File: config.mk
export PLATFORM = sky130hd
export DESIGN_NAME = dual_comparator_control
export DESIGN_NICKNAME = d
export VERILOG_FILES = /design/src/cmp_pkg.sv /design/src/cmp_channel_if.sv /design/src/cmp_channel.sv /design/src/dual_comparator_control.sv
export VERILOG_INCLUDE_DIRS = /design/src
export SDC_FILE = /design/constraint.sdc
export NUM_CORES = 1
export LEC_CHECK = 0
export BUFFER_PORTS_ARGS = -buffer_cell sky130_fd_sc_hd__buf_2
export CORE_ASPECT_RATIO = 1.5
export CORE_UTILIZATION = 53
export CTS_CLUSTER_DIAMETER = 50
export DETAILED_ROUTE_END_ITERATION = 7
export GPL_ROUTABILITY_DRIVEN = 0
export PLACE_DENSITY_LB_ADDON = 0.12
export SYNTH_ARGS = -nofsm -noshare
export SYNTH_HDL_FRONTEND = slang
export SYNTH_HIERARCHICAL = 1
export SYNTH_SLANG_ARGS = --single-unit
File: constraint.sdc
create_clock -name clk -period 3.2 [get_ports clk]
set_clock_uncertainty 0.2 [all_clocks]
set_input_delay 0.8 -clock clk [delete_from_list [all_inputs] [get_ports clk]]
set_output_delay 0.8 -clock clk [all_outputs]
set_load 0.02 [all_outputs]
File: src/cmp_cfg.svh
// Purpose: constants for the dual comparator control block
// Assumes: 8-bit special-function-register style access
// Notes:   offsets index the four control/mode registers
`ifndef CMP_CFG_SVH
`define CMP_CFG_SVH

// ****************************************
// register addresses
// ****************************************
`define CMP_ADDR_W        8
`define CMP0_CONTROL_ADDR 8'h88
`define CMP0_MODE_ADDR    8'h89
`define CMP1_CONTROL_ADDR 8'h8A
`define CMP1_MODE_ADDR    8'h8B

// ****************************************
// control register fields
// ****************************************
`define CTL_ENABLE_BIT 7
`define CTL_STATE_BIT  6
`define CTL_RISE_BIT   5
`define CTL_FALL_BIT   4
`define CTL_HYP_HI     3
`define CTL_HYP_LO     2
`define CTL_HYN_HI     1
`define CTL_HYN_LO     0
`define CTL_RESET      8'h00

// ****************************************
// mode register fields
// ****************************************
`define MD_RISE_IE_BIT 5
`define MD_FALL_IE_BIT 4
`define MD_RESP_HI     1
`define MD_RESP_LO     0
`define MD_RESP_RESET  2'h2

`endif

File: src/cmp_pkg.sv
// Purpose: shared types for the comparator control block
// Assumes: cmp_cfg.svh holds all numeric constants
// Notes:   types only
package cmp_pkg;
  typedef logic [7:0] byte_t;
  typedef logic [1:0] sel2_t;
endpackage

File: src/cmp_channel_if.sv
// Purpose: bundle between the top and one comparator channel
// Assumes: single clock domain
// Notes:   top drives config and strobes, channel returns state
`timescale 1ns/1ps
interface cmp_channel_if;
  logic              enable;
  logic              riseIe;
  logic              fallIe;
  logic              clrRise;
  logic              clrFall;
  logic              rawOut;
  logic              state;
  logic              riseFlag;
  logic              fallFlag;
  logic              irq;
  logic              routedOut;

  modport ctrl (output enable, riseIe, fallIe, clrRise, clrFall, rawOut,
                input  state, riseFlag, fallFlag, irq, routedOut);
  modport chan (input  enable, riseIe, fallIe, clrRise, clrFall, rawOut,
                output state, riseFlag, fallFlag, irq, routedOut);
endinterface

File: src/cmp_channel.sv
// Purpose: synchroniser, edge flags and gating for one comparator
// Assumes: raw output is asynchronous to clk
// Notes:   edge flags set wins over software clear
`timescale 1ns/1ps
module cmp_channel
  import cmp_pkg::*;
(
  // clock and reset
  input wire logic clk,
  input wire logic rstn,
  // channel bundle
  cmp_channel_if.chan ch
);

  logic       sync1;
  logic       sync2;
  logic       sync3;
  logic       stable;
  logic       rise;
  logic       fall;

  // ****************************************
  // synchroniser
  // ****************************************
  // three flops; a change counts once stages two and three agree
  always_ff @(posedge clk) begin
    if (!rstn) begin
      sync1 <= 1'b0;
      sync2 <= 1'b0;
      sync3 <= 1'b0;
    end else begin
      sync1 <= ch.rawOut;
      sync2 <= sync1;
      sync3 <= sync2;
    end
  end

  // filtered level; holds while the two later stages disagree
  always_ff @(posedge clk) begin
    if (!rstn) begin
      stable <= 1'b0;
    end else if (sync2 == sync3) begin
      stable <= sync3;
    end
  end

  // single-cycle edge strikes off the filtered level
  assign rise = (sync2 == sync3) && sync3 && !stable;
  assign fall = (sync2 == sync3) && !sync3 && stable;

  // live state; a disabled core reads low
  always_ff @(posedge clk) begin
    if (!rstn) begin
      ch.state <= 1'b0;
    end else begin
      ch.state <= stable & ch.enable;
    end
  end

  // ****************************************
  // sticky edge flags
  // ****************************************
  // set beats clear so an edge in the clearing cycle survives
  always_ff @(posedge clk) begin
    if (!rstn) begin
      ch.riseFlag <= 1'b0;
      ch.fallFlag <= 1'b0;
    end else begin
      if (rise && ch.enable) begin
        ch.riseFlag <= 1'b1;
      end else if (ch.clrRise) begin
        ch.riseFlag <= 1'b0;
      end
      if (fall && ch.enable) begin
        ch.fallFlag <= 1'b1;
      end else if (ch.clrFall) begin
        ch.fallFlag <= 1'b0;
      end
    end
  end

  // ****************************************
  // interrupt and routed output
  // ****************************************
  // level request while an enabled flag stands; dead when disabled
  always_ff @(posedge clk) begin
    if (!rstn) begin
      ch.irq       <= 1'b0;
      ch.routedOut <= 1'b0;
    end else begin
      ch.irq <= ch.enable &&
                ((ch.riseIe && ch.riseFlag) || (ch.fallIe && ch.fallFlag));
      ch.routedOut <= stable & ch.enable;
    end
  end

endmodule

File: src/dual_comparator_control.sv
// Purpose: register front end and control for two analog comparators
// Assumes: plain strobe register port, read data one cycle after strobe
// Notes:   analog cores sit outside; only their digital controls live here
`timescale 1ns/1ps

`include "cmp_cfg.svh"

// Summary of operation
// - control bit 7 powers comparator up when 1, down when 0
// - control bit 6 reads live comparator output while enabled, zero while disabled
// - control bit 5 sets on every low-to-high output transition while enabled
// - control bit 4 sets on every high-to-low output transition while enabled
// - edge flags stay set until software writes them to zero
// - interrupt may come from rising, falling or both edges
// - mode bits 5 and 4 enable rising and falling interrupts
// - mode bits 1..0 pick response time versus supply current
// - control bits 3..0 hold hysteresis and drive the analog core
// - bits 3..2 select positive-going hysteresis amount
// - bits 1..0 select negative hysteresis amount or disable it
// - disabled comparator drives routed output low, no interrupt
// - comparator 1 mirrors comparator 0 but is no reset source
// - comparator 0 output may be offered as a reset source
module dual_comparator_control
  import cmp_pkg::*;
(
  // clock and reset
  input  wire logic                    clk,
  input  wire logic                    rstn,
  // register port
  input  wire logic [`CMP_ADDR_W-1:0]  regAddr,
  input  wire logic [7:0]              regWdata,
  input  wire logic                    regWr,
  input  wire logic                    regRd,
  output logic      [7:0]              regRdata,
  // analog comparator cores
  input  wire logic                    cmp0Raw,
  input  wire logic                    cmp1Raw,
  output logic                         cmp0Enable,
  output logic                         cmp1Enable,
  output logic      [1:0]              cmp0PosHysteresis,
  output logic      [1:0]              cmp0NegHysteresis,
  output logic      [1:0]              cmp1PosHysteresis,
  output logic      [1:0]              cmp1NegHysteresis,
  output logic      [1:0]              cmp0ResponseSelect,
  output logic      [1:0]              cmp1ResponseSelect,
  // crossbar, interrupt and reset unit
  output logic                         cmp0RoutedOut,
  output logic                         cmp1RoutedOut,
  output logic                         cmp0Irq,
  output logic                         cmp1Irq,
  output logic                         cmp0ResetSource
);

  cmp_channel_if ch0 ();
  cmp_channel_if ch1 ();

  sel2_t hyp0;
  sel2_t hyn0;
  sel2_t hyp1;
  sel2_t hyn1;
  sel2_t resp0;
  sel2_t resp1;
  logic  en0;
  logic  en1;
  logic  rie0;
  logic  fie0;
  logic  rie1;
  logic  fie1;

  // ****************************************
  // decode helpers
  // ****************************************
  function automatic logic hit(input logic [`CMP_ADDR_W-1:0] a,
                               input logic [`CMP_ADDR_W-1:0] target);
    hit = (a == target);
  endfunction

  // control byte as software sees it
  function automatic byte_t ctl_byte(input logic en, input logic st,
                                     input logic rf, input logic ff,
                                     input sel2_t hp, input sel2_t hn);
    ctl_byte = {en, st, rf, ff, hp, hn};
  endfunction

  // mode byte; unused bits read zero
  function automatic byte_t md_byte(input logic ri, input logic fi,
                                    input sel2_t rs);
    md_byte = {2'h0, ri, fi, 2'h0, rs};
  endfunction

  // ****************************************
  // control registers
  // ****************************************
  // enable and hysteresis fields; state and flags handled in channels
  always_ff @(posedge clk) begin
    if (!rstn) begin
      en0  <= 1'b0;
      hyp0 <= 2'h0;
      hyn0 <= 2'h0;
    end else if (regWr && hit(regAddr, `CMP0_CONTROL_ADDR)) begin
      en0  <= regWdata[`CTL_ENABLE_BIT];
      hyp0 <= regWdata[`CTL_HYP_HI:`CTL_HYP_LO];
      hyn0 <= regWdata[`CTL_HYN_HI:`CTL_HYN_LO];
    end
  end

  // second comparator, same layout
  always_ff @(posedge clk) begin
    if (!rstn) begin
      en1  <= 1'b0;
      hyp1 <= 2'h0;
      hyn1 <= 2'h0;
    end else if (regWr && hit(regAddr, `CMP1_CONTROL_ADDR)) begin
      en1  <= regWdata[`CTL_ENABLE_BIT];
      hyp1 <= regWdata[`CTL_HYP_HI:`CTL_HYP_LO];
      hyn1 <= regWdata[`CTL_HYN_HI:`CTL_HYN_LO];
    end
  end

  // ****************************************
  // mode registers
  // ****************************************
  // response time resets to mode 2, interrupts off
  always_ff @(posedge clk) begin
    if (!rstn) begin
      rie0  <= 1'b0;
      fie0  <= 1'b0;
      resp0 <= `MD_RESP_RESET;
    end else if (regWr && hit(regAddr, `CMP0_MODE_ADDR)) begin
      rie0  <= regWdata[`MD_RISE_IE_BIT];
      fie0  <= regWdata[`MD_FALL_IE_BIT];
      resp0 <= regWdata[`MD_RESP_HI:`MD_RESP_LO];
    end
  end

  always_ff @(posedge clk) begin
    if (!rstn) begin
      rie1  <= 1'b0;
      fie1  <= 1'b0;
      resp1 <= `MD_RESP_RESET;
    end else if (regWr && hit(regAddr, `CMP1_MODE_ADDR)) begin
      rie1  <= regWdata[`MD_RISE_IE_BIT];
      fie1  <= regWdata[`MD_FALL_IE_BIT];
      resp1 <= regWdata[`MD_RESP_HI:`MD_RESP_LO];
    end
  end

  // ****************************************
  // channel wiring
  // ****************************************
  // a flag clears only when software writes a zero to it; writing 1 is
  // ignored so hardware alone can raise it
  assign ch0.enable  = en0;
  assign ch0.riseIe  = rie0;
  assign ch0.fallIe  = fie0;
  assign ch0.rawOut  = cmp0Raw;
  assign ch0.clrRise = regWr && hit(regAddr, `CMP0_CONTROL_ADDR)
                       && !regWdata[`CTL_RISE_BIT];
  assign ch0.clrFall = regWr && hit(regAddr, `CMP0_CONTROL_ADDR)
                       && !regWdata[`CTL_FALL_BIT];
  assign ch1.enable  = en1;
  assign ch1.riseIe  = rie1;
  assign ch1.fallIe  = fie1;
  assign ch1.rawOut  = cmp1Raw;
  assign ch1.clrRise = regWr && hit(regAddr, `CMP1_CONTROL_ADDR)
                       && !regWdata[`CTL_RISE_BIT];
  assign ch1.clrFall = regWr && hit(regAddr, `CMP1_CONTROL_ADDR)
                       && !regWdata[`CTL_FALL_BIT];

  cmp_channel u_ch0 (
    .clk  (clk),
    .rstn (rstn),
    .ch   (ch0)
  );

  cmp_channel u_ch1 (
    .clk  (clk),
    .rstn (rstn),
    .ch   (ch1)
  );

  // ****************************************
  // read port
  // ****************************************
  // data stand only in the cycle after the strobe; unmapped reads zero
  always_ff @(posedge clk) begin
    if (!rstn) begin
      regRdata <= 8'h00;
    end else if (regRd) begin
      case (regAddr)
        `CMP0_CONTROL_ADDR: regRdata <= ctl_byte(en0, ch0.state, ch0.riseFlag,
                                                 ch0.fallFlag, hyp0, hyn0);
        `CMP1_CONTROL_ADDR: regRdata <= ctl_byte(en1, ch1.state, ch1.riseFlag,
                                                 ch1.fallFlag, hyp1, hyn1);
        `CMP0_MODE_ADDR:    regRdata <= md_byte(rie0, fie0, resp0);
        `CMP1_MODE_ADDR:    regRdata <= md_byte(rie1, fie1, resp1);
        default:            regRdata <= 8'h00;
      endcase
    end else begin
      regRdata <= 8'h00;
    end
  end

  // ****************************************
  // analog and system outputs
  // ****************************************
  // registered copies keep every output straight off a flop
  always_ff @(posedge clk) begin
    if (!rstn) begin
      cmp0Enable         <= 1'b0;
      cmp1Enable         <= 1'b0;
      cmp0PosHysteresis  <= 2'h0;
      cmp0NegHysteresis  <= 2'h0;
      cmp1PosHysteresis  <= 2'h0;
      cmp1NegHysteresis  <= 2'h0;
      cmp0ResponseSelect <= `MD_RESP_RESET;
      cmp1ResponseSelect <= `MD_RESP_RESET;
    end else begin
      cmp0Enable         <= en0;
      cmp1Enable         <= en1;
      cmp0PosHysteresis  <= hyp0;
      cmp0NegHysteresis  <= hyn0;
      cmp1PosHysteresis  <= hyp1;
      cmp1NegHysteresis  <= hyn1;
      cmp0ResponseSelect <= resp0;
      cmp1ResponseSelect <= resp1;
    end
  end

  // crossbar, interrupt and reset-unit feeds; the reset unit decides
  // whether to use the comparator, channel one has no such feed
  always_ff @(posedge clk) begin
    if (!rstn) begin
      cmp0RoutedOut   <= 1'b0;
      cmp1RoutedOut   <= 1'b0;
      cmp0Irq         <= 1'b0;
      cmp1Irq         <= 1'b0;
      cmp0ResetSource <= 1'b0;
    end else begin
      cmp0RoutedOut   <= ch0.routedOut;
      cmp1RoutedOut   <= ch1.routedOut;
      cmp0Irq         <= ch0.irq;
      cmp1Irq         <= ch1.irq;
      cmp0ResetSource <= ch0.routedOut;
    end
  end

endmodule

Word level (Yosys, flattened, before mapping)
Index checks and enable logic that the tools add are counted.
- eq/ne operators: 6
- mux-type cells: 9
- bitwise operators: 2
- reductions and logical operators: 39
- operators with widths (operator ; count):
    equality test 8 bit, second input constant ; 4
    one-hot mux 8 bit (4 select lines) ; 1
    logical AND 1 bit ; 26
    two-way mux 1 bit ; 8
    nonzero test 2 bit ; 4
    zero test 1 bit ; 6
    bitwise AND 1 bit ; 2
    equality test 1 bit ; 2
    logical OR 1 bit ; 2
    AND reduction 2 bit ; 1
- register bits after elaboration: 60
- input bits: 22
- output and inout port bits: 27
- word-level logic and storage cells: 97

Logic depth before layout (Yosys ltp)
- depth in word-level cells: 5
- gate-level depth with buffers: 6
- mapped depth without buffers: 5

Modules after synthesis
The synthesis kept the hierarchy.
- modules (own cells, without submodules) (module ; instances ; cells each ; area an instance (um^2) ; sequential area each (um^2)):
    dual_comparator_control ; 1 ; 147 ; 1611.5 ; 880.8
    cmp_channel ; 2 ; 28 ; 304.0 ; 160.2

Least setup slack after synthesis
OpenSTA, ideal clock, no wires.
- path kind: input-to-reg
- start point: input port regAddr[5]
- end point: register u_ch0.ch.riseFlag
- library setup time: 0.115 ns
- arrival: 2.206 ns
- required time: 2.885 ns
- setup slack: 0.679 ns
- cell stages on the path: 6
- path buffers: 1
- cells stage by stage: or4b_1 > buf_6 > or4_1 > nor2_1 > nand3b_1 > o21ai_2
- cells in the longest elaborated chain, start to end: 4
- ends and longest elaborated chain (what ; line ; text):
    start, declared ; dual_comparator_control.sv:30 ; input wire logic [`CMP_ADDR_W-1:0] regAddr,
    equality test 8 bit ; dual_comparator_control.sv:75 ; hit = (a == target);
    logical AND 1 bit (2 in series) ; dual_comparator_control.sv:157 ; assign ch0.clrRise = regWr && hit(regAddr, `CMP0_CONTROL_ADDR)
    named net ch0.clrRise ; cmp_channel_if.sv:9 ; logic clrRise;
    nonzero test 2 bit (no source line) ; n/a ;
    end signal, assigned ; cmp_channel.sv:66 ; ch.riseFlag <= 1'b0;
    end signal, assigned ; cmp_channel.sv:70 ; ch.riseFlag <= 1'b1;
    end signal, assigned ; cmp_channel.sv:72 ; ch.riseFlag <= 1'b0;
    end, declared ; cmp_channel_if.sv:21 ; output state, riseFlag, fallFlag, irq, routedOut);
The timed path passes the listed nets, and every way through them passes these cells.
A chain may end at the register's enable or synchronous reset.

Final worst setup path
- start point: input port regAddr[5]
- end point: register u_ch1.ch.riseFlag
- cells in the longest elaborated chain, start to end: 4
- ends and longest elaborated chain (what ; line ; text):
    equality test 8 bit ; dual_comparator_control.sv:75 ;
    logical AND 1 bit (2 in series) ; dual_comparator_control.sv:165 ; assign ch1.clrRise = regWr && hit(regAddr, `CMP1_CONTROL_ADDR)
    named net ch1.clrRise ; cmp_channel_if.sv:9 ;
    nonzero test 2 bit (no source line) ; n/a ;
    end signal, assigned ; cmp_channel.sv:66 ;
    end signal, assigned ; cmp_channel.sv:70 ;
    end signal, assigned ; cmp_channel.sv:72 ;
    end, declared ; cmp_channel_if.sv:21 ;
The timed path passes the listed nets, and every way through them passes these cells.

==> run summary <==
### Worst hold path
- **worst hold path startpoint** u_ch1/ch.irq$_SDFF_PN0_
- **classification of the worst-slack hold path** flip-flop to flip-flop

### Yosys
- **top cells by area, synth** dfxtp_1 54%, mux2i_1 11%, nand2_1 4.6%
- **post-synthesis async set-or-reset flop share** 0%
- **cell taking the most area after synthesis** dfxtp_1
- **number of standard cells after synthesis** 203
- **post-synth design cell area** 2220 µm²
- **count of flip-flops with a built-in enable after synthesis** 0
- **sequential area share after synthesis** 54.1%
- **flip-flop and latch count after synthesis** 60
- **number of warnings reported in the yosys synthesis log** 6
- **Yosys top cell area share** 54.1%
- **Net Count, Synth** 229
- **Netlist cell types** 28
- **mean post-synth cell area** 10.9 µm²
- **leading register cell type out of synthesis** dfxtp_1

### CTS
- **number of hold-repair buffers added at the cts stage** 0
- **number of instances resized during post-cts repair** 0
- **clk slew on worst S/H paths** 0.06 ns
- **clock buffers created by TritonCTS** 9
- **number of sinks handled by clock tree synthesis** 60
- **number of buffers between clock root and the deepest sink** 2
- **Max H-tree Level** 3
- **buffers inserted during post-CTS setup optimization** 0
- **Clock Tree Root** clkbuf_8
- **Worst-Skew Late Latency** 0.33 ns
- **CTS tree** built

### Layout
- **most frequent cells in the layout** 60 x dfxtp_1, 47 x buf_2, 27 x nand2_1
- **fraction of final layout cells with drive strength greater than 1** 32.3%
- **post-route cell area** 2660 µm²
- **register containing the most flip-flops in the final layout** regRdata
- **P&R area growth vs syn** 19.7%
- **Antenna Cells** 0
- **Cell Count, Final, Fillers Out** 302
- **flip-flop count of the largest register after layout** 8
- **filler cell count in the final layout** 333
- **number of nets in the final layout** 279
- **most common cell after layout, fill and taps aside** dfxtp_1

### Timing
- **sum of negative setup slack** 0 ns
- **normalized max-slew margin** 62.5%
- **achievable frequency** 408 MHz
- **RSZ-0062 raised after global routing** false
- **count of pins over their slew limit** 0
- **Worst Tran Pin Value** 0.559 ns
- **final hold violation count** 0
- **final cycle utilization of the critical path** 76.5%
- **fin crit period** 2.45 ns
- **total setup violations reported at the end of the flow** 0
- **worst hold margin** 0.236 ns
- **final worst slack** 0.752 ns

### Placed design
- **worst setup slack before clock tree synthesis** 0.414 ns
- **area of placed instances** 2460 µm²
- **DPL Wire Length** 2660 µm
- **placed cell count** 287
- **number of buffers inserted by port buffering** 47

### Setup path
- **CP Cell Sequence** buf_2, or4b_1, or4_1, nor2_1, nand3b_1, o21ai_2
- **type of origin of the critical path** input pin
- **Slowest Stage Delay on Critical Path** 0.74 ns
- **maximum fanout count along the critical path** 8
- **classification of the worst setup path** input pin to flip-flop
- **Slowest cell on crit path** or4b_1
- **kind of capture point of the worst setup path** flip-flop
- **Arr. time, crit path** 2.47 ns
- **worst setup path startpoint** regAddr[5]
- **Worst R2R Start** ch1.fallIe$_SDFFE_PN0P_
- **worst path required time** 3.22 ns

### Route
- **WL final** 3780 µm
- **met3 wirelength from detailed routing** 172 µm
- **routed length per instance** 12.5 µm
- **DRT iter0 DRCs** 21
- **post-route met1 wirelength** 1660 µm
- **highest layer used for signal routing** met4
- **vias per std cell** 4.92
- **drt first pass iters** 4
- **total via count in the routed design** 1486
- **residual antenna-violating net count after detailed routing** 0
- **number of remaining DRC errors** 0
- **WL met2** 1840 µm

### GRT
- **global-route wire length before repair** 5950 µm
- **number of global-route vias before repair** 1343
- **Overflow after GRT** 0
- **combined global-route utilization of all metal layers** 19.9%
- **pin count of the biggest net entering global routing** 27
- **antenna violations before repair** 0

### Floorplan
- **floorplan die width** 54.8 µm
- **std cell rows** 28
- **I/O Pins** 49
- **height of the chip** 81.3 µm
- **starting utilization of the core area** 55.6%
- **Die Outline Area** 4460 µm²
- **Core Box Area** 3990 µm²

### Power
- **power density cells** 548 nW/µm²
- **worst ir drop on vdd** 0.000479 V
- **leak pwr** 1.21 nW

### Outcome
- **status** finished, final reports clean

### Job
- **maximum capacitance violations** 0

==> kinds of logic (layout without fill, tap and decap cells) <==
| kind of cell | Yosys count | count (layout) | share of synthesized area [%] |
|---|---|---|---|
| adder cells (fa/ha/maj) | 4 | 4 | 2.25 |
| multiplexers | 28 | 28 | 14.9 |
| flip-flops | 60 | 60 | 54.1 |
| AND/OR/NAND/NOR | 79 | 79 | 21.6 |
| buffers and inverters | 28 | 82 | 5.64 |
| AO/OA/AOI/OAI | 4 | 4 | 1.47 |
==> per-layer routing <==
metal	global-route usage, %	vias to the layer above
met5	0	-
met4	13.6	0
met3	7.49	9
met2	29.6	39
met1	22.9	676
li1	-	762
==> stage by stage <==
step                power, mW  util [%]
global placement        0.822      61.7
floorplan               0.800         -
global route             1.51      66.5
detailed placement      0.823      61.7
CTS                      1.47      66.5
finish                   1.46      66.5
==> layout make-up <==
cell class	count	area, µm²	share of cell area (%)
Sequential cell	60	1200	45.2
Multi-Input combinational cell	115	893	33.6
Tap cell	45	56.3	2.12
Timing Repair Buffer	48	243	9.14
Clock inverter	4	50.0	1.88
Clock buffer	11	141	5.32
Inverter	19	71.3	2.68
==> Yosys cell counts (all sizes together), types with 2 or more instances <==
library cell  count
and3              2
and2             10
clkbuf            4
nand4             2
buf               5
or4               3
o21ai             2
ha                4
mux2i            24
nor2             10
a22oi             2
mux4              4
dfxtp            60
nand2b            3
nor4              2
nand2            29
inv              19
nand3b            5
nor2b             9
==> power breakdown <==
group	total, mW	switching (mW)	internal (mW)	leakage, nW
sequential	0.753	0.00205	0.751	0.484
combinational	0.0532	0.0310	0.0222	0.633
clock	0.650	0.275	0.375	0.0914
total	1.46	0.308	1.15	1.21
==> final timing paths <==
path	end	slack (ns)	cells after the start
max	u_ch1/ch.riseFlag$_SDFFE_PN0P_	0.75	6
max reg2reg	regRdata[4]$_SDFF_PN0_	1.95	2
min reg2reg	cmp1Irq$_SDFF_PN0_	0.24	1
min	cmp1Irq$_SDFF_PN0_	0.24	1
==> critical path: cells and delay by family <==
family,cells,cell delay [ns]
compound gates,1,0.05
simple gates,4,1.52
buf+inv,1,0.09
(Power assumes the default switching activity.)
